**src/rtl/ctpu_map.vh**
```
`ifndef CTPU_MAP_VH
`define CTPU_MAP_VH
`define CTPU_OFS_CTRL_A 4'h0
`define CTPU_OFS_CTRL_B 4'h4
`define CTPU_OFS_COUNT_LOW 4'h8
`define CTPU_OFS_COUNT_HIGH 4'hC
`define CTPU_OFS_MATCH_LOW 5'h10
`define CTPU_OFS_MATCH_HIGH 5'h14
`define CTPU_RST_CTRL_A 8'h00
`define CTPU_RST_CTRL_B 8'h00
`define CTPU_RST_MATCH 10'h000
`define CTPU_RST_COUNT 10'h000
`define CTPU_A_PAUSE 7
`define CTPU_A_CLK_HI 6
`define CTPU_A_CLK_LO 4
`define CTPU_A_ON 3
`define CTPU_A_PER_HI 2
`define CTPU_A_PER_LO 0
`define CTPU_B_MODE_HI 7
`define CTPU_B_MODE_LO 6
`define CTPU_B_FUNC_HI 5
`define CTPU_B_FUNC_LO 4
`define CTPU_B_INIT 3
`define CTPU_B_POL 2
`define CTPU_B_SWAP 1
`define CTPU_B_CLR 0
`define CTPU_MODE_CMP 2'h0
`define CTPU_MODE_PWM 2'h2
`define CTPU_MODE_TMR 2'h3
`define CTPU_FN_NONE 2'h0
`define CTPU_FN_LOW 2'h1
`define CTPU_FN_HIGH 2'h2
`define CTPU_FN_TOG 2'h3
`define CTPU_DIV_SYS4 8'h03
`define CTPU_DIV_H16 8'h0F
`define CTPU_DIV_H64 8'h3F
`define CTPU_RESP_OKAY 2'h0
`define CTPU_RESP_SLVERR 2'h2
`endif

```
**src/rtl/ctpu_timer.v**
```verilog
// Contract
// - 10-bit up counter, one step per tick
// - period compare: 3 bits vs count[9:7]
// - match compare: all 10 counter bits
// - no direct load; on-rise clears count
// - clear on overflow or selected match
// - pause holds count, resume from it
// - clock select codes; 110/111 unusable
// - off stops counting, keeps residual value
// - on-rise forces output to initial level
// - period code times 128, zero is 1024
// - period zero runs to overflow
// - clear-source zero: period match clears
// - mode: 00 compare, 10 PWM, 11 timer
// - timer mode output is undefined
// - inverted second output, internal only
// - count read-only pair, match read/write pair
// - low bytes via 8-bit holding buffer
// - clear-source one: match clears, not PWM
// - compare mode output function on match
// - init level, or PWM active level
`include "ctpu_map.vh"
`timescale 1ns/100ps
`default_nettype none
module ctpu_timer (
	input wire aclk,
	input wire aresetn,
	input wire high_clk_en,
	input wire sub_clk,
	input wire [31:0] s_axi_awaddr,
	input wire s_axi_awvalid,
	output wire s_axi_awready,
	input wire [31:0] s_axi_wdata,
	input wire [3:0] s_axi_wstrb,
	input wire s_axi_wvalid,
	output wire s_axi_wready,
	output reg [1:0] s_axi_bresp,
	output reg s_axi_bvalid,
	input wire s_axi_bready,
	input wire [31:0] s_axi_araddr,
	input wire s_axi_arvalid,
	output wire s_axi_arready,
	output reg [31:0] s_axi_rdata,
	output reg [1:0] s_axi_rresp,
	output reg s_axi_rvalid,
	input wire s_axi_rready,
	output reg timer_out,
	output wire timer_out_inv,
	output reg period_match_evt,
	output reg match_evt
);
	reg [7:0] ctrl_a_r;
	reg [7:0] ctrl_b_r;
	reg [9:0] count_r;
	reg [9:0] match_r;
	reg [7:0] hold_buf_r;
	reg on_d_r;
	reg out_r;
	reg [7:0] div_r;
	reg sub_s1_r;
	reg sub_s2_r;
	reg sub_s3_r;
	reg [31:0] awaddr_r;
	reg aw_have_r;
	reg [31:0] wdata_r;
	reg [3:0] wstrb_r;
	reg w_have_r;

	wire pause_ctl = ctrl_a_r[`CTPU_A_PAUSE];
	wire [2:0] clk_sel = ctrl_a_r[`CTPU_A_CLK_HI:`CTPU_A_CLK_LO];
	wire counter_on = ctrl_a_r[`CTPU_A_ON];
	wire [2:0] period_sel = ctrl_a_r[`CTPU_A_PER_HI:`CTPU_A_PER_LO];
	wire [1:0] op_mode_sel = ctrl_b_r[`CTPU_B_MODE_HI:`CTPU_B_MODE_LO];
	wire [1:0] out_func_sel = ctrl_b_r[`CTPU_B_FUNC_HI:`CTPU_B_FUNC_LO];
	wire out_init_level = ctrl_b_r[`CTPU_B_INIT];
	wire out_polarity = ctrl_b_r[`CTPU_B_POL];
	wire duty_period_swap = ctrl_b_r[`CTPU_B_SWAP];
	wire clear_src_sel = ctrl_b_r[`CTPU_B_CLR];
	wire is_pwm = (op_mode_sel == `CTPU_MODE_PWM);
	wire is_cmp = (op_mode_sel == `CTPU_MODE_CMP);
	wire on_rise = counter_on & ~on_d_r;

	// tick source; high_clk_en is a strobe at the high clock rate
	reg [7:0] div_max;
	reg tick_src;
	always @* begin
		div_max = `CTPU_DIV_SYS4;
		tick_src = 1'b1;
		case (clk_sel)
		3'h0: begin
			div_max = `CTPU_DIV_SYS4;
			tick_src = 1'b1;
		end
		3'h1: begin
			div_max = 8'h00;
			tick_src = 1'b1;
		end
		3'h2: begin
			div_max = `CTPU_DIV_H16;
			tick_src = high_clk_en;
		end
		3'h3: begin
			div_max = `CTPU_DIV_H64;
			tick_src = high_clk_en;
		end
		3'h4, 3'h5: begin
			div_max = 8'h00;
			tick_src = sub_s2_r & ~sub_s3_r;
		end
		default: begin
			// unusable codes stop the counter rather than guess
			div_max = 8'h00;
			tick_src = 1'b0;
		end
		endcase
	end
	wire tick = tick_src & (div_r == div_max);

	wire run = counter_on & ~pause_ctl;
	// compare the value the counter is about to take, so the clear lands
	// on the code*128th tick instead of one tick later
	wire [9:0] cnt_inc = count_r + 10'h001;
	wire per_hit = (period_sel != 3'h0) &&
		(cnt_inc[9:7] == period_sel) && (cnt_inc[6:0] == 7'h00);
	wire ovf_hit = (count_r == 10'h3FF);
	wire mat_hit = (count_r == match_r);
	// in PWM the period comes from whichever comparator the swap bit picks
	wire clr_by_match = is_pwm ? duty_period_swap : clear_src_sel;
	wire duty_hit = duty_period_swap ? per_hit : mat_hit;

	always @(posedge aclk) begin
		if (!aresetn) begin
			div_r <= 8'h00;
			sub_s1_r <= 1'b0;
			sub_s2_r <= 1'b0;
			sub_s3_r <= 1'b0;
			on_d_r <= 1'b0;
			count_r <= `CTPU_RST_COUNT;
			out_r <= 1'b0;
			period_match_evt <= 1'b0;
			match_evt <= 1'b0;
		end else begin
			sub_s1_r <= sub_clk;
			sub_s2_r <= sub_s1_r;
			sub_s3_r <= sub_s2_r;
			on_d_r <= counter_on;
			period_match_evt <= 1'b0;
			match_evt <= 1'b0;
			if (!run || on_rise)
				div_r <= 8'h00;
			else if (tick_src)
				div_r <= (div_r == div_max) ? 8'h00 : div_r + 8'h01;
			if (on_rise) begin
				count_r <= 10'h000;
				if (is_cmp)
					out_r <= out_init_level;
				else if (is_pwm)
					out_r <= 1'b1;
			end else if (run && tick) begin
				period_match_evt <= per_hit | ((period_sel == 3'h0) & ovf_hit);
				match_evt <= mat_hit;
				// period code n matches at n*128; code zero at 1024 by wrap
				if (clr_by_match ? mat_hit : (per_hit | ovf_hit))
					count_r <= 10'h000;
				else
					count_r <= count_r + 10'h001;
				if (is_cmp && mat_hit) begin
					case (out_func_sel)
					`CTPU_FN_LOW: out_r <= 1'b0;
					`CTPU_FN_HIGH: out_r <= 1'b1;
					`CTPU_FN_TOG: out_r <= ~out_r;
					default: out_r <= out_r;
					endcase
				end else if (is_pwm) begin
					// out_r is the active state; level applied below
					if (clr_by_match ? mat_hit : (per_hit | ovf_hit))
						out_r <= 1'b1;
					else if (duty_hit)
						out_r <= 1'b0;
				end
			end
		end
	end

	// pwm function codes: 00 forced inactive, 01 forced active, 10 waveform
	reg pwm_act;
	always @* begin
		case (out_func_sel)
		2'h0: pwm_act = 1'b0;
		2'h1: pwm_act = 1'b1;
		default: pwm_act = out_r;
		endcase
	end
	wire lvl = is_pwm ? (pwm_act ~^ out_init_level) : out_r;
	always @(posedge aclk) begin
		if (!aresetn)
			timer_out <= 1'b0;
		else
			// timer mode just shows the held state, no meaning attached
			timer_out <= lvl ^ out_polarity;
	end
	assign timer_out_inv = ~timer_out;

	// AXI4-Lite slave; write address and data captured independently
	wire wr_go = aw_have_r & w_have_r & ~s_axi_bvalid;
	assign s_axi_awready = ~aw_have_r;
	assign s_axi_wready = ~w_have_r;
	assign s_axi_arready = ~s_axi_rvalid;
	wire [5:0] wa = awaddr_r[5:0];
	wire [5:0] ra = s_axi_araddr[5:0];
	wire wa_ok = (awaddr_r[31:6] == 26'h0) && (wa[1:0] == 2'h0) &&
		(wa <= {1'b0, `CTPU_OFS_MATCH_HIGH});
	wire ra_ok = (s_axi_araddr[31:6] == 26'h0) && (ra[1:0] == 2'h0) &&
		(ra <= {1'b0, `CTPU_OFS_MATCH_HIGH});
	wire ar_go = s_axi_arvalid & ~s_axi_rvalid;

	always @(posedge aclk) begin
		if (!aresetn) begin
			aw_have_r <= 1'b0;
			w_have_r <= 1'b0;
			awaddr_r <= 32'h0000_0000;
			wdata_r <= 32'h0000_0000;
			wstrb_r <= 4'h0;
			s_axi_bvalid <= 1'b0;
			s_axi_bresp <= `CTPU_RESP_OKAY;
			s_axi_rvalid <= 1'b0;
			s_axi_rresp <= `CTPU_RESP_OKAY;
			s_axi_rdata <= 32'h0000_0000;
			ctrl_a_r <= `CTPU_RST_CTRL_A;
			ctrl_b_r <= `CTPU_RST_CTRL_B;
			match_r <= `CTPU_RST_MATCH;
			hold_buf_r <= 8'h00;
		end else begin
			if (s_axi_awvalid && !aw_have_r) begin
				awaddr_r <= s_axi_awaddr;
				aw_have_r <= 1'b1;
			end
			if (s_axi_wvalid && !w_have_r) begin
				wdata_r <= s_axi_wdata;
				wstrb_r <= s_axi_wstrb;
				w_have_r <= 1'b1;
			end
			if (s_axi_bvalid && s_axi_bready)
				s_axi_bvalid <= 1'b0;
			if (wr_go) begin
				aw_have_r <= 1'b0;
				w_have_r <= 1'b0;
				s_axi_bvalid <= 1'b1;
				s_axi_bresp <= wa_ok ? `CTPU_RESP_OKAY : `CTPU_RESP_SLVERR;
				if (wstrb_r[0]) begin
					case (wa)
					`CTPU_OFS_CTRL_A: ctrl_a_r <= wdata_r[7:0];
					`CTPU_OFS_CTRL_B: ctrl_b_r <= wdata_r[7:0];
					`CTPU_OFS_MATCH_LOW: hold_buf_r <= wdata_r[7:0];
					`CTPU_OFS_MATCH_HIGH:
						match_r <= {wdata_r[1:0], hold_buf_r};
					default: ;
					endcase
				end
			end
			if (s_axi_rvalid && s_axi_rready)
				s_axi_rvalid <= 1'b0;
			if (ar_go) begin
				s_axi_rvalid <= 1'b1;
				s_axi_rresp <= ra_ok ? `CTPU_RESP_OKAY : `CTPU_RESP_SLVERR;
				s_axi_rdata <= 32'h0000_0000;
				case (ra)
				`CTPU_OFS_CTRL_A: s_axi_rdata[7:0] <= ctrl_a_r;
				`CTPU_OFS_CTRL_B: s_axi_rdata[7:0] <= ctrl_b_r;
				`CTPU_OFS_COUNT_LOW, `CTPU_OFS_MATCH_LOW:
					s_axi_rdata[7:0] <= hold_buf_r;
				`CTPU_OFS_COUNT_HIGH: begin
					s_axi_rdata[1:0] <= count_r[9:8];
					hold_buf_r <= count_r[7:0];
				end
				`CTPU_OFS_MATCH_HIGH: begin
					s_axi_rdata[1:0] <= match_r[9:8];
					hold_buf_r <= match_r[7:0];
				end
				default: ;
				endcase
			end
		end
	end
	// a same-cycle write to the buffer and high-byte read: read wins, rare
endmodule
`default_nettype wire

```
**config.mk**
```make
export PLATFORM = sky130hd
export DESIGN_NAME = ctpu_timer
export DESIGN_NICKNAME = d
export VERILOG_FILES = /design/src/rtl/ctpu_timer.v
export VERILOG_INCLUDE_DIRS = /design/src /design/src/rtl
export SDC_FILE = /design/constraint.sdc
export NUM_CORES = 1
export LEC_CHECK = 0
export BUFFER_PORTS_ARGS = -buffer_cell sky130_fd_sc_hd__buf_2
export CAP_MARGIN = 20
export CORE_MARGIN = 3
export CORE_UTILIZATION = 55
export CTS_CLUSTER_DIAMETER = 120
export DETAILED_ROUTE_END_ITERATION = 6
export GPL_TIMING_DRIVEN = 0
export HOLD_SLACK_MARGIN = 0.02
export PLACE_DENSITY = 0.82
export SYNTH_ARGS = -nofsm -noshare
export SYNTH_HDL_FRONTEND = slang
export SYNTH_SLANG_ARGS = --single-unit
```
**constraint.sdc**
```tcl
create_clock -name aclk -period 3.28 [get_ports aclk]
set_input_delay 0.328 -clock aclk [delete_from_list [all_inputs] [get_ports aclk]]
set_output_delay 0.328 -clock aclk [all_outputs]
set_load 0.01 [all_outputs]
```
==> summary.md, run 1 <==
| Metric | Value |
|---|---|
| M2 GR Usage | `0.447` |
| Terminus of the critical flop-to-flop path | `count_r[3]$_SDFFE_PP0N_` |
| Min-Delay Path Depth | `3` |
| Fin crit period | `2.59 ns` |
| Clock slew at reported path FFs | `0.06 ns` |
| Final Hold Viols | `0` |
| Final wirelength | `15.5 mm` |
| GRT overflow | `0` |
| Initial Util | `0.567` |
| Met3 Use GR | `0.0634` |
| Core box area | `10300 sq um` |
| Via Count | `5546` |
| Max clock buf depth | `2` |
| Layout area overhead | `24.2%` |
| Crit-path max FO | `9` |
| Yosys warns | `0` |
| Drc violations | `0` |
| Resized Gates After CTS | `0` |
| Hold WC Path Type | `input port to flip-flop` |
| Crit-path cells | `ha_1 -> nand2_1 -> nor4_1 -> nor2b_1 -> o31ai_1 -> o221ai_2 -> o21ai_1 -> nor2_1` |
| Worst slew pin tran | `1.05 ns` |
| Worst vdd ir | `0.350 mV` |
| Starting DRC count in detailed routing | `530` |
| DR pass1 iterations | `6` |
| Maximum clock frequency | `387 MHz` |
| Inserted Clock Buffers | `17` |
| Reg-to-reg startpoint | `count_r[0]$_SDFFE_PP0N_` |
| Cell area after synthesis | `5850 sq um` |
| Hold EP | `w_have_r$_SDFFE_PP0P_` |
| GRT Overall Usage | `0.265` |
| Clock Latency Late Sink | `0.52 ns` |
| # setup viols final | `0` |
| First-pass GRT wire length | `24.8 mm` |
| Row cnt | `37` |
| Ys async rst share | `0` |
| Type of destination of the critical path | `flip-flop` |
| Routed Antenna Nets | `0` |
| Nets | `960` |
| DIE AREA | `11900 sq um` |
| Fin Setup TNS | `0 ns` |
| Count leader, synth | `nand2_1` |
| Final clock skew | `0.00642 ns` |
| Outcome | `finished clean` |
| Tcrit/Tclk final | `0.788` |
| Mean Syn Cell Area | `8.32 sq um` |
| DP HPWL | `11.4 mm` |
| Initial antenna violation count | `0` |
| Most used DFF post-synth | `dfxtp_1` |
| Synth cell count leaders | `nand2_1 (149), dfxtp_1 (115), a21boi_0 (62), nor2_1 (35), buf_4 (29)` |
| CP max stage cell | `nor4_1` |
| Met1 Use GR | `0.324` |
| Top Ports | `154` |
| Die Span Y | `109 microns` |
| Lkg Pwr | `2.92 nW` |
| Top Usage Layer GRT | `met2` |
| Finished Core Util | `0.704` |
| Path depth of the worst reg2reg path | `8` |
| Fillers | `809` |
| Required @ worst endpoint | `3.67 ns` |
| Root Driver | `clkbuf_8` |
| Area contributors post-synth | `dfxtp_1 (39%), nand2_1 (9.6%), a21boi_0 (8.0%)` |
| CTS tree | `built` |
| Power per cell area | `516 nW/um^2` |
| Gpl congestion | `0.957` |
| # diodes | `0` |
| Routed len/inst | `15.6 microns` |
| Area leader, netlist | `dfxtp_1` |
| Rel. slew slack | `0.296` |
| Max incr delay on CP | `0.55 ns` |
| Vias/cell | `5.56` |
| Yosys reg bits | `115` |
| Top-area cell type share of the netlist area | `0.393` |
| Cell variety after synth | `66` |
| Critical Path Start Type | `flip-flop` |
| Share of the yosys chip area belonging to registers | `0.393` |
| CTS sink count | `115` |
| Slew Limit Fails | `0` |
| Max-cap viol count | `0` |
| Largest net degree at the start of global routing | `17` |
| Vias in the first global route | `5240` |
| Post-synth EDFFs | `0` |
| Critical Path AT | `2.97 ns` |
| PortBufs | `99` |
| Layout cells sized above 1 | `0.220` |
| Kind of critical path | `flip-flop to flip-flop` |
| Die width | `109 microns` |
| Post-Synthesis Cells | `704` |
| R2R Setup Slk | `0.69 ns` |
| Hold Path Origin | `s_axi_wvalid` |
| H-tree lvl count | `4` |
| RSZ-0062 raised after global routing | `false` |
-- state kept, by name, indices dropped and copies added, names as in the netlist, 8 cells and up --
register	cells
awaddr_r	32
count_r	10
ctrl_a_r	8
ctrl_b_r	8
div_r	8
hold_buf_r	8
match_r	10
s_axi_rdata	8
wdata_r	8
-- how the worst max path moves through the flow --
stage	startpoint	endpoint	slack, ns
finish	count_r[0]$_SDFFE_PP0N_	count_r[3]$_SDFFE_PP0N_	0.69
global route	count_r[0]$_SDFFE_PP0N_	count_r[3]$_SDFFE_PP0N_	0.42
CTS	count_r[0]$_SDFFE_PP0N_	count_r[3]$_SDFFE_PP0N_	0.77
detailed placement	count_r[0]$_SDFFE_PP0N_	count_r[3]$_SDFFE_PP0N_	0.79
global placement	count_r[0]$_SDFFE_PP0N_	count_r[7]$_SDFFE_PP0N_	0.87
floorplan	count_r[0]$_SDFFE_PP0N_	out_r$_SDFFE_PN0P_	1.21
-- kinds of logic (layout without fill, tap and decap cells) --
family	count (synthesis)	after routing	share of synthesized area
compound gates	142	142	0.171
xor+xnor	28	28	0.0470
fa+ha+maj	3	3	0.00641
other cells	1	26	0.000641
buf+inv	73	205	0.0697
flops	115	115	0.393
simple gates	314	314	0.263
mux	28	28	0.0492
-- repair_timing --
action	CTS	global route
setup buffers	0	0
hold buffers	0	1
hold endpoints to repair	0	1
-- power breakdown --
group	switching [W]	internal, W
registers	0.0000310	0.00144
clock network	0.000655	0.00135
logic	0.000154	0.000124
total	0.000840	0.00292
-- placed cells by master (no fill, tap or decap), types with 4 or more instances in the layout --
cell type    n
and2_1      15
nand4_1      7
xor2_1      13
nor3b_1     10
a21boi_0    62
clkbuf_16   16
xnor2_1     11
nand2_1    149
buf_2      106
conb_1      26
nand3_1     16
a221oi_1     6
nor2b_1     19
o21ai_0     18
nor2_1      35
bufinv_16    5
inv_1        7
a21oi_1     13
buf_4       29
and3_1       4
xnor2_2      4
nor3_1      13
dfxtp_1    115
nand2b_1     6
mux2_2       6
nor4_1      17
o22ai_1      8
mux2i_1     22
clkbuf_1    24
a22oi_1     11
-- routing by layer --
metal,share of wire,routed length [microns],up-vias
met5,0,0,-
met4,0.027,422,0
li1,-,-,2681
met2,0.49,7630,280
met1,0.40,6230,2541
met3,0.079,1230,44
-- metrics by stage --
stage / total power [W] / hold slack [ns] / cells / cell area, sq um / setup WS (ns)
finish: 0.00375 / 0.0441 / 997 / 7270 / 0.694
global route: 0.00387 / 0.0517 / 997 / 7270 / 0.419
CTS: 0.00375 / 0.0349 / 996 / 7260 / 0.772
detailed placement: 0.00177 / 0.436 / 964 / 6610 / 0.789
global placement: 0.00176 / 0.415 / 964 / 6610 / 0.870
floorplan: 0.00166 / 0.412 / 729 / 5950 / 1.21
-- cell type report --
type | instances | area, sq um | share of cell area
clock buffers | 19 | 442 | 0.0607
well taps | 136 | 170 | 0.0234
flip-flops and latches | 115 | 2300 | 0.317
multi-input cells | 541 | 3240 | 0.445
plain buffers | 66 | 382 | 0.0525
repair buffers | 100 | 505 | 0.0695
clock inverters | 13 | 205 | 0.0282
inverters | 7 | 26.3 | 0.00361
-- critical path: cells and delay by family, from the launching register on --
kind,cells,cell delay (ns)
and+or+nand+nor,4,0.88
adders and majority gates,1,0.35
AOI/OAI and AO/OA,3,0.72
DFF,1,0.51
Power figures use the tool's default switching activity.
==> run 2: changes to the inputs <==
- CORE_UTILIZATION: 55 -> 48
- PLACE_DENSITY: 0.82 -> 0.76
- clock period: 3.28 -> 2.35 ns (I/O delays scaled with it)
==> summary.md, run 2 (synthesized netlist as in run 1, its figures left out) <==
| Metric | Value |
|---|---|
| Core box area | `11700 sq um` |
| Most frequent cells in the layout | `nand2_1 (149), dfxtp_1 (112), buf_2 (106), a21boi_0 (62), nor2_1 (35)` |
| Sw Share | `0.255` |
| Seq pwr share | `0.430` |
| Inserted Clock Buffers | `17` |
| GRT Overall Usage | `0.229` |
| Top Ports | `154` |
| Placed Area | `6620 sq um` |
| Root Driver | `clkbuf_16` |
| Critical Path Start Type | `flip-flop` |
| Final wirelength | `15.1 mm` |
| Routed Antenna Nets | `0` |
| Final worst setup slack | `0.142 ns` |
| Internal Power | `0.00356 W` |
| Most common cell after layout, fill and taps aside | `nand2_1` |
| Starting DRC count in detailed routing | `388` |
| Placed Instances | `971` |
| Nets | `962` |
| CTS sink count | `115` |
| Initial antenna violation count | `0` |
| Kind of critical path | `flip-flop to flip-flop` |
| Largest regs | `awaddr_r (32), count_r (10), match_r (10)` |
| Lkg Pwr | `2.88 nW` |
| CP max stage cell | `dfxtp_2` |
| Clock slew at reported path FFs | `0.06 ns` |
| Finished Core Util | `0.623` |
| Outcome | `finished clean` |
| Family with the most delay on the worst path | `compound AO/OA/AOI/OAI gates` |
| PortBufs | `99` |
| Fin crit period | `2.21 ns` |
| Worst slew pin tran | `0.961 ns` |
| Maximum clock frequency | `453 MHz` |
| Vias/cell | `5.26` |
| H-tree lvl count | `4` |
| Switch Pwr | `0.00122 W` |
| Layout area overhead | `24.1%` |
| Largest net degree at the start of global routing | `17` |
| Hold WC Path Type | `input port to flip-flop` |
| Crit-path cells | `ha_2 -> and3_1 -> o211a_1 -> o21ai_0 -> o31ai_2 -> o221ai_4 -> o21ai_2 -> nor2_1` |
| # diodes | `0` |
| Layout cells sized above 1 | `0.236` |
| Crit-path max FO | `9` |
| Final Hold Viols | `0` |
| Power per cell area | `658 nW/um^2` |
| Clock Latency Late Sink | `0.42 ns` |
| Gpl congestion | `0.874` |
| Rel. slew slack | `0.354` |
| Fin area | `7270 sq um` |
| GRT overflow | `0` |
| First-pass GRT wire length | `24.1 mm` |
| Worst vdd ir | `0.464 mV` |
| Biggest register | `awaddr_r` |
| Worst Path Buf+Inv | `0` |
| DIE AREA | `13600 sq um` |
| Max clock buf depth | `2` |
| RSZ-0062 raised after global routing | `true` |
| Worst slack, placed | `-0.182 ns` |
| # setup viols final | `0` |
| Critical Path AT | `2.50 ns` |
| Vias in the first global route | `5015` |
| Max-cap viol count | `0` |
| Final clock skew | `0.00651 ns` |
| DP HPWL | `10.9 mm` |
| Die Span Y | `116 microns` |
| Slew Limit Fails | `0` |
| Logic gate share of total power | `0.081` |
| DR pass1 iterations | `6` |
| Via Count | `5296` |
| Required @ worst endpoint | `2.65 ns` |
| Initial Util | `0.502` |
| Die width | `116 microns` |
| Final Instance Count excl. Fillers | `1006` |
| Drc violations | `0` |
| Tcrit/Tclk final | `0.939` |
| Max incr delay on CP | `0.43 ns` |
| Part of the power in the clock network | `0.489` |
| Type of destination of the critical path | `flip-flop` |
| Fin Setup TNS | `0 ns` |
| Routed len/inst | `15.0 microns` |
| Row cnt | `39` |
| Max reg flops | `32` |
| CTS tree | `built` |
[run 2: cell types whose count changed in the layout (fill, tap and decap cells not counted), sizes merged]
| cell | previous run | this run |
|---|---|---|
| buf | 140 | 143 |
| bufinv | 5 | 0 |
| clkbuf | 44 | 43 |
| clkinv | 4 | 6 |
| clkinvlp | 3 | 5 |
| dlygate4sd3 | 1 | 0 |
| inv | 8 | 10 |
[run 2: per-layer routing]
layer,share of wire,GRT usage,vias to the layer above
met4,0.015,0.0688,0
met1,0.43,0.279,2405
met2,0.48,0.379,175
met5,0,0,-
li1,-,-,2694
met3,0.069,0.0845,22
[run 2: power by group through the flow]
stage	Combinational [W]	Clock, W	Sequential (W)
3_3_place_gp	0.000376	0	0.00209
5_1_grt	0.000431	0.00246	0.00206
2_1_floorplan	0.000229	0	0.00209
3_5_place_dp	0.000380	0	0.00210
4_1_cts	0.000383	0.00236	0.00205
6_report	0.000385	0.00234	0.00206
[run 2: through the flow]
step / total power [W] / hold WS [ns]
floorplan: 0.00232 / 0.351
detailed placement: 0.00248 / 0.422
finish: 0.00478 / 0.0422
CTS: 0.00480 / 0.0238
global placement: 0.00247 / 0.413
global route: 0.00495 / 0.0247
[run 2: area by class of cell]
class | instances | area [sq um]
sequential | 115 | 2310
clock inverter | 14 | 105
inverter | 7 | 26.3
tap | 143 | 179
multi-input combinational | 541 | 3310
clock buffer | 18 | 439
fill | 1042 | 4400
buffer | 66 | 382
timing repair buffer | 102 | 518
[run 2: path summary, 6_finish.rpt]
kind / depth (start not counted) / start / slack, ns / endpoint
hold / removal: 2 / sub_clk / 0.04 / sub_s1_r$_SDFF_PN0_
setup / recovery: 8 / count_r[0]$_SDFFE_PP0N_ / 0.14 / count_r[7]$_SDFFE_PP0N_
hold reg to reg: 1 / sub_s1_r$_SDFF_PN0_ / 0.43 / sub_s2_r$_SDFF_PN0_
setup reg to reg: 8 / count_r[0]$_SDFFE_PP0N_ / 0.14 / count_r[7]$_SDFFE_PP0N_
[run 2: what timing repair did]
action,4_1_cts,5_1_grt
pin swaps,0,1
resized for setup,5,11
setup buffers,0,3
hold buffers,0,0
endpoints found under the setup margin,8,45
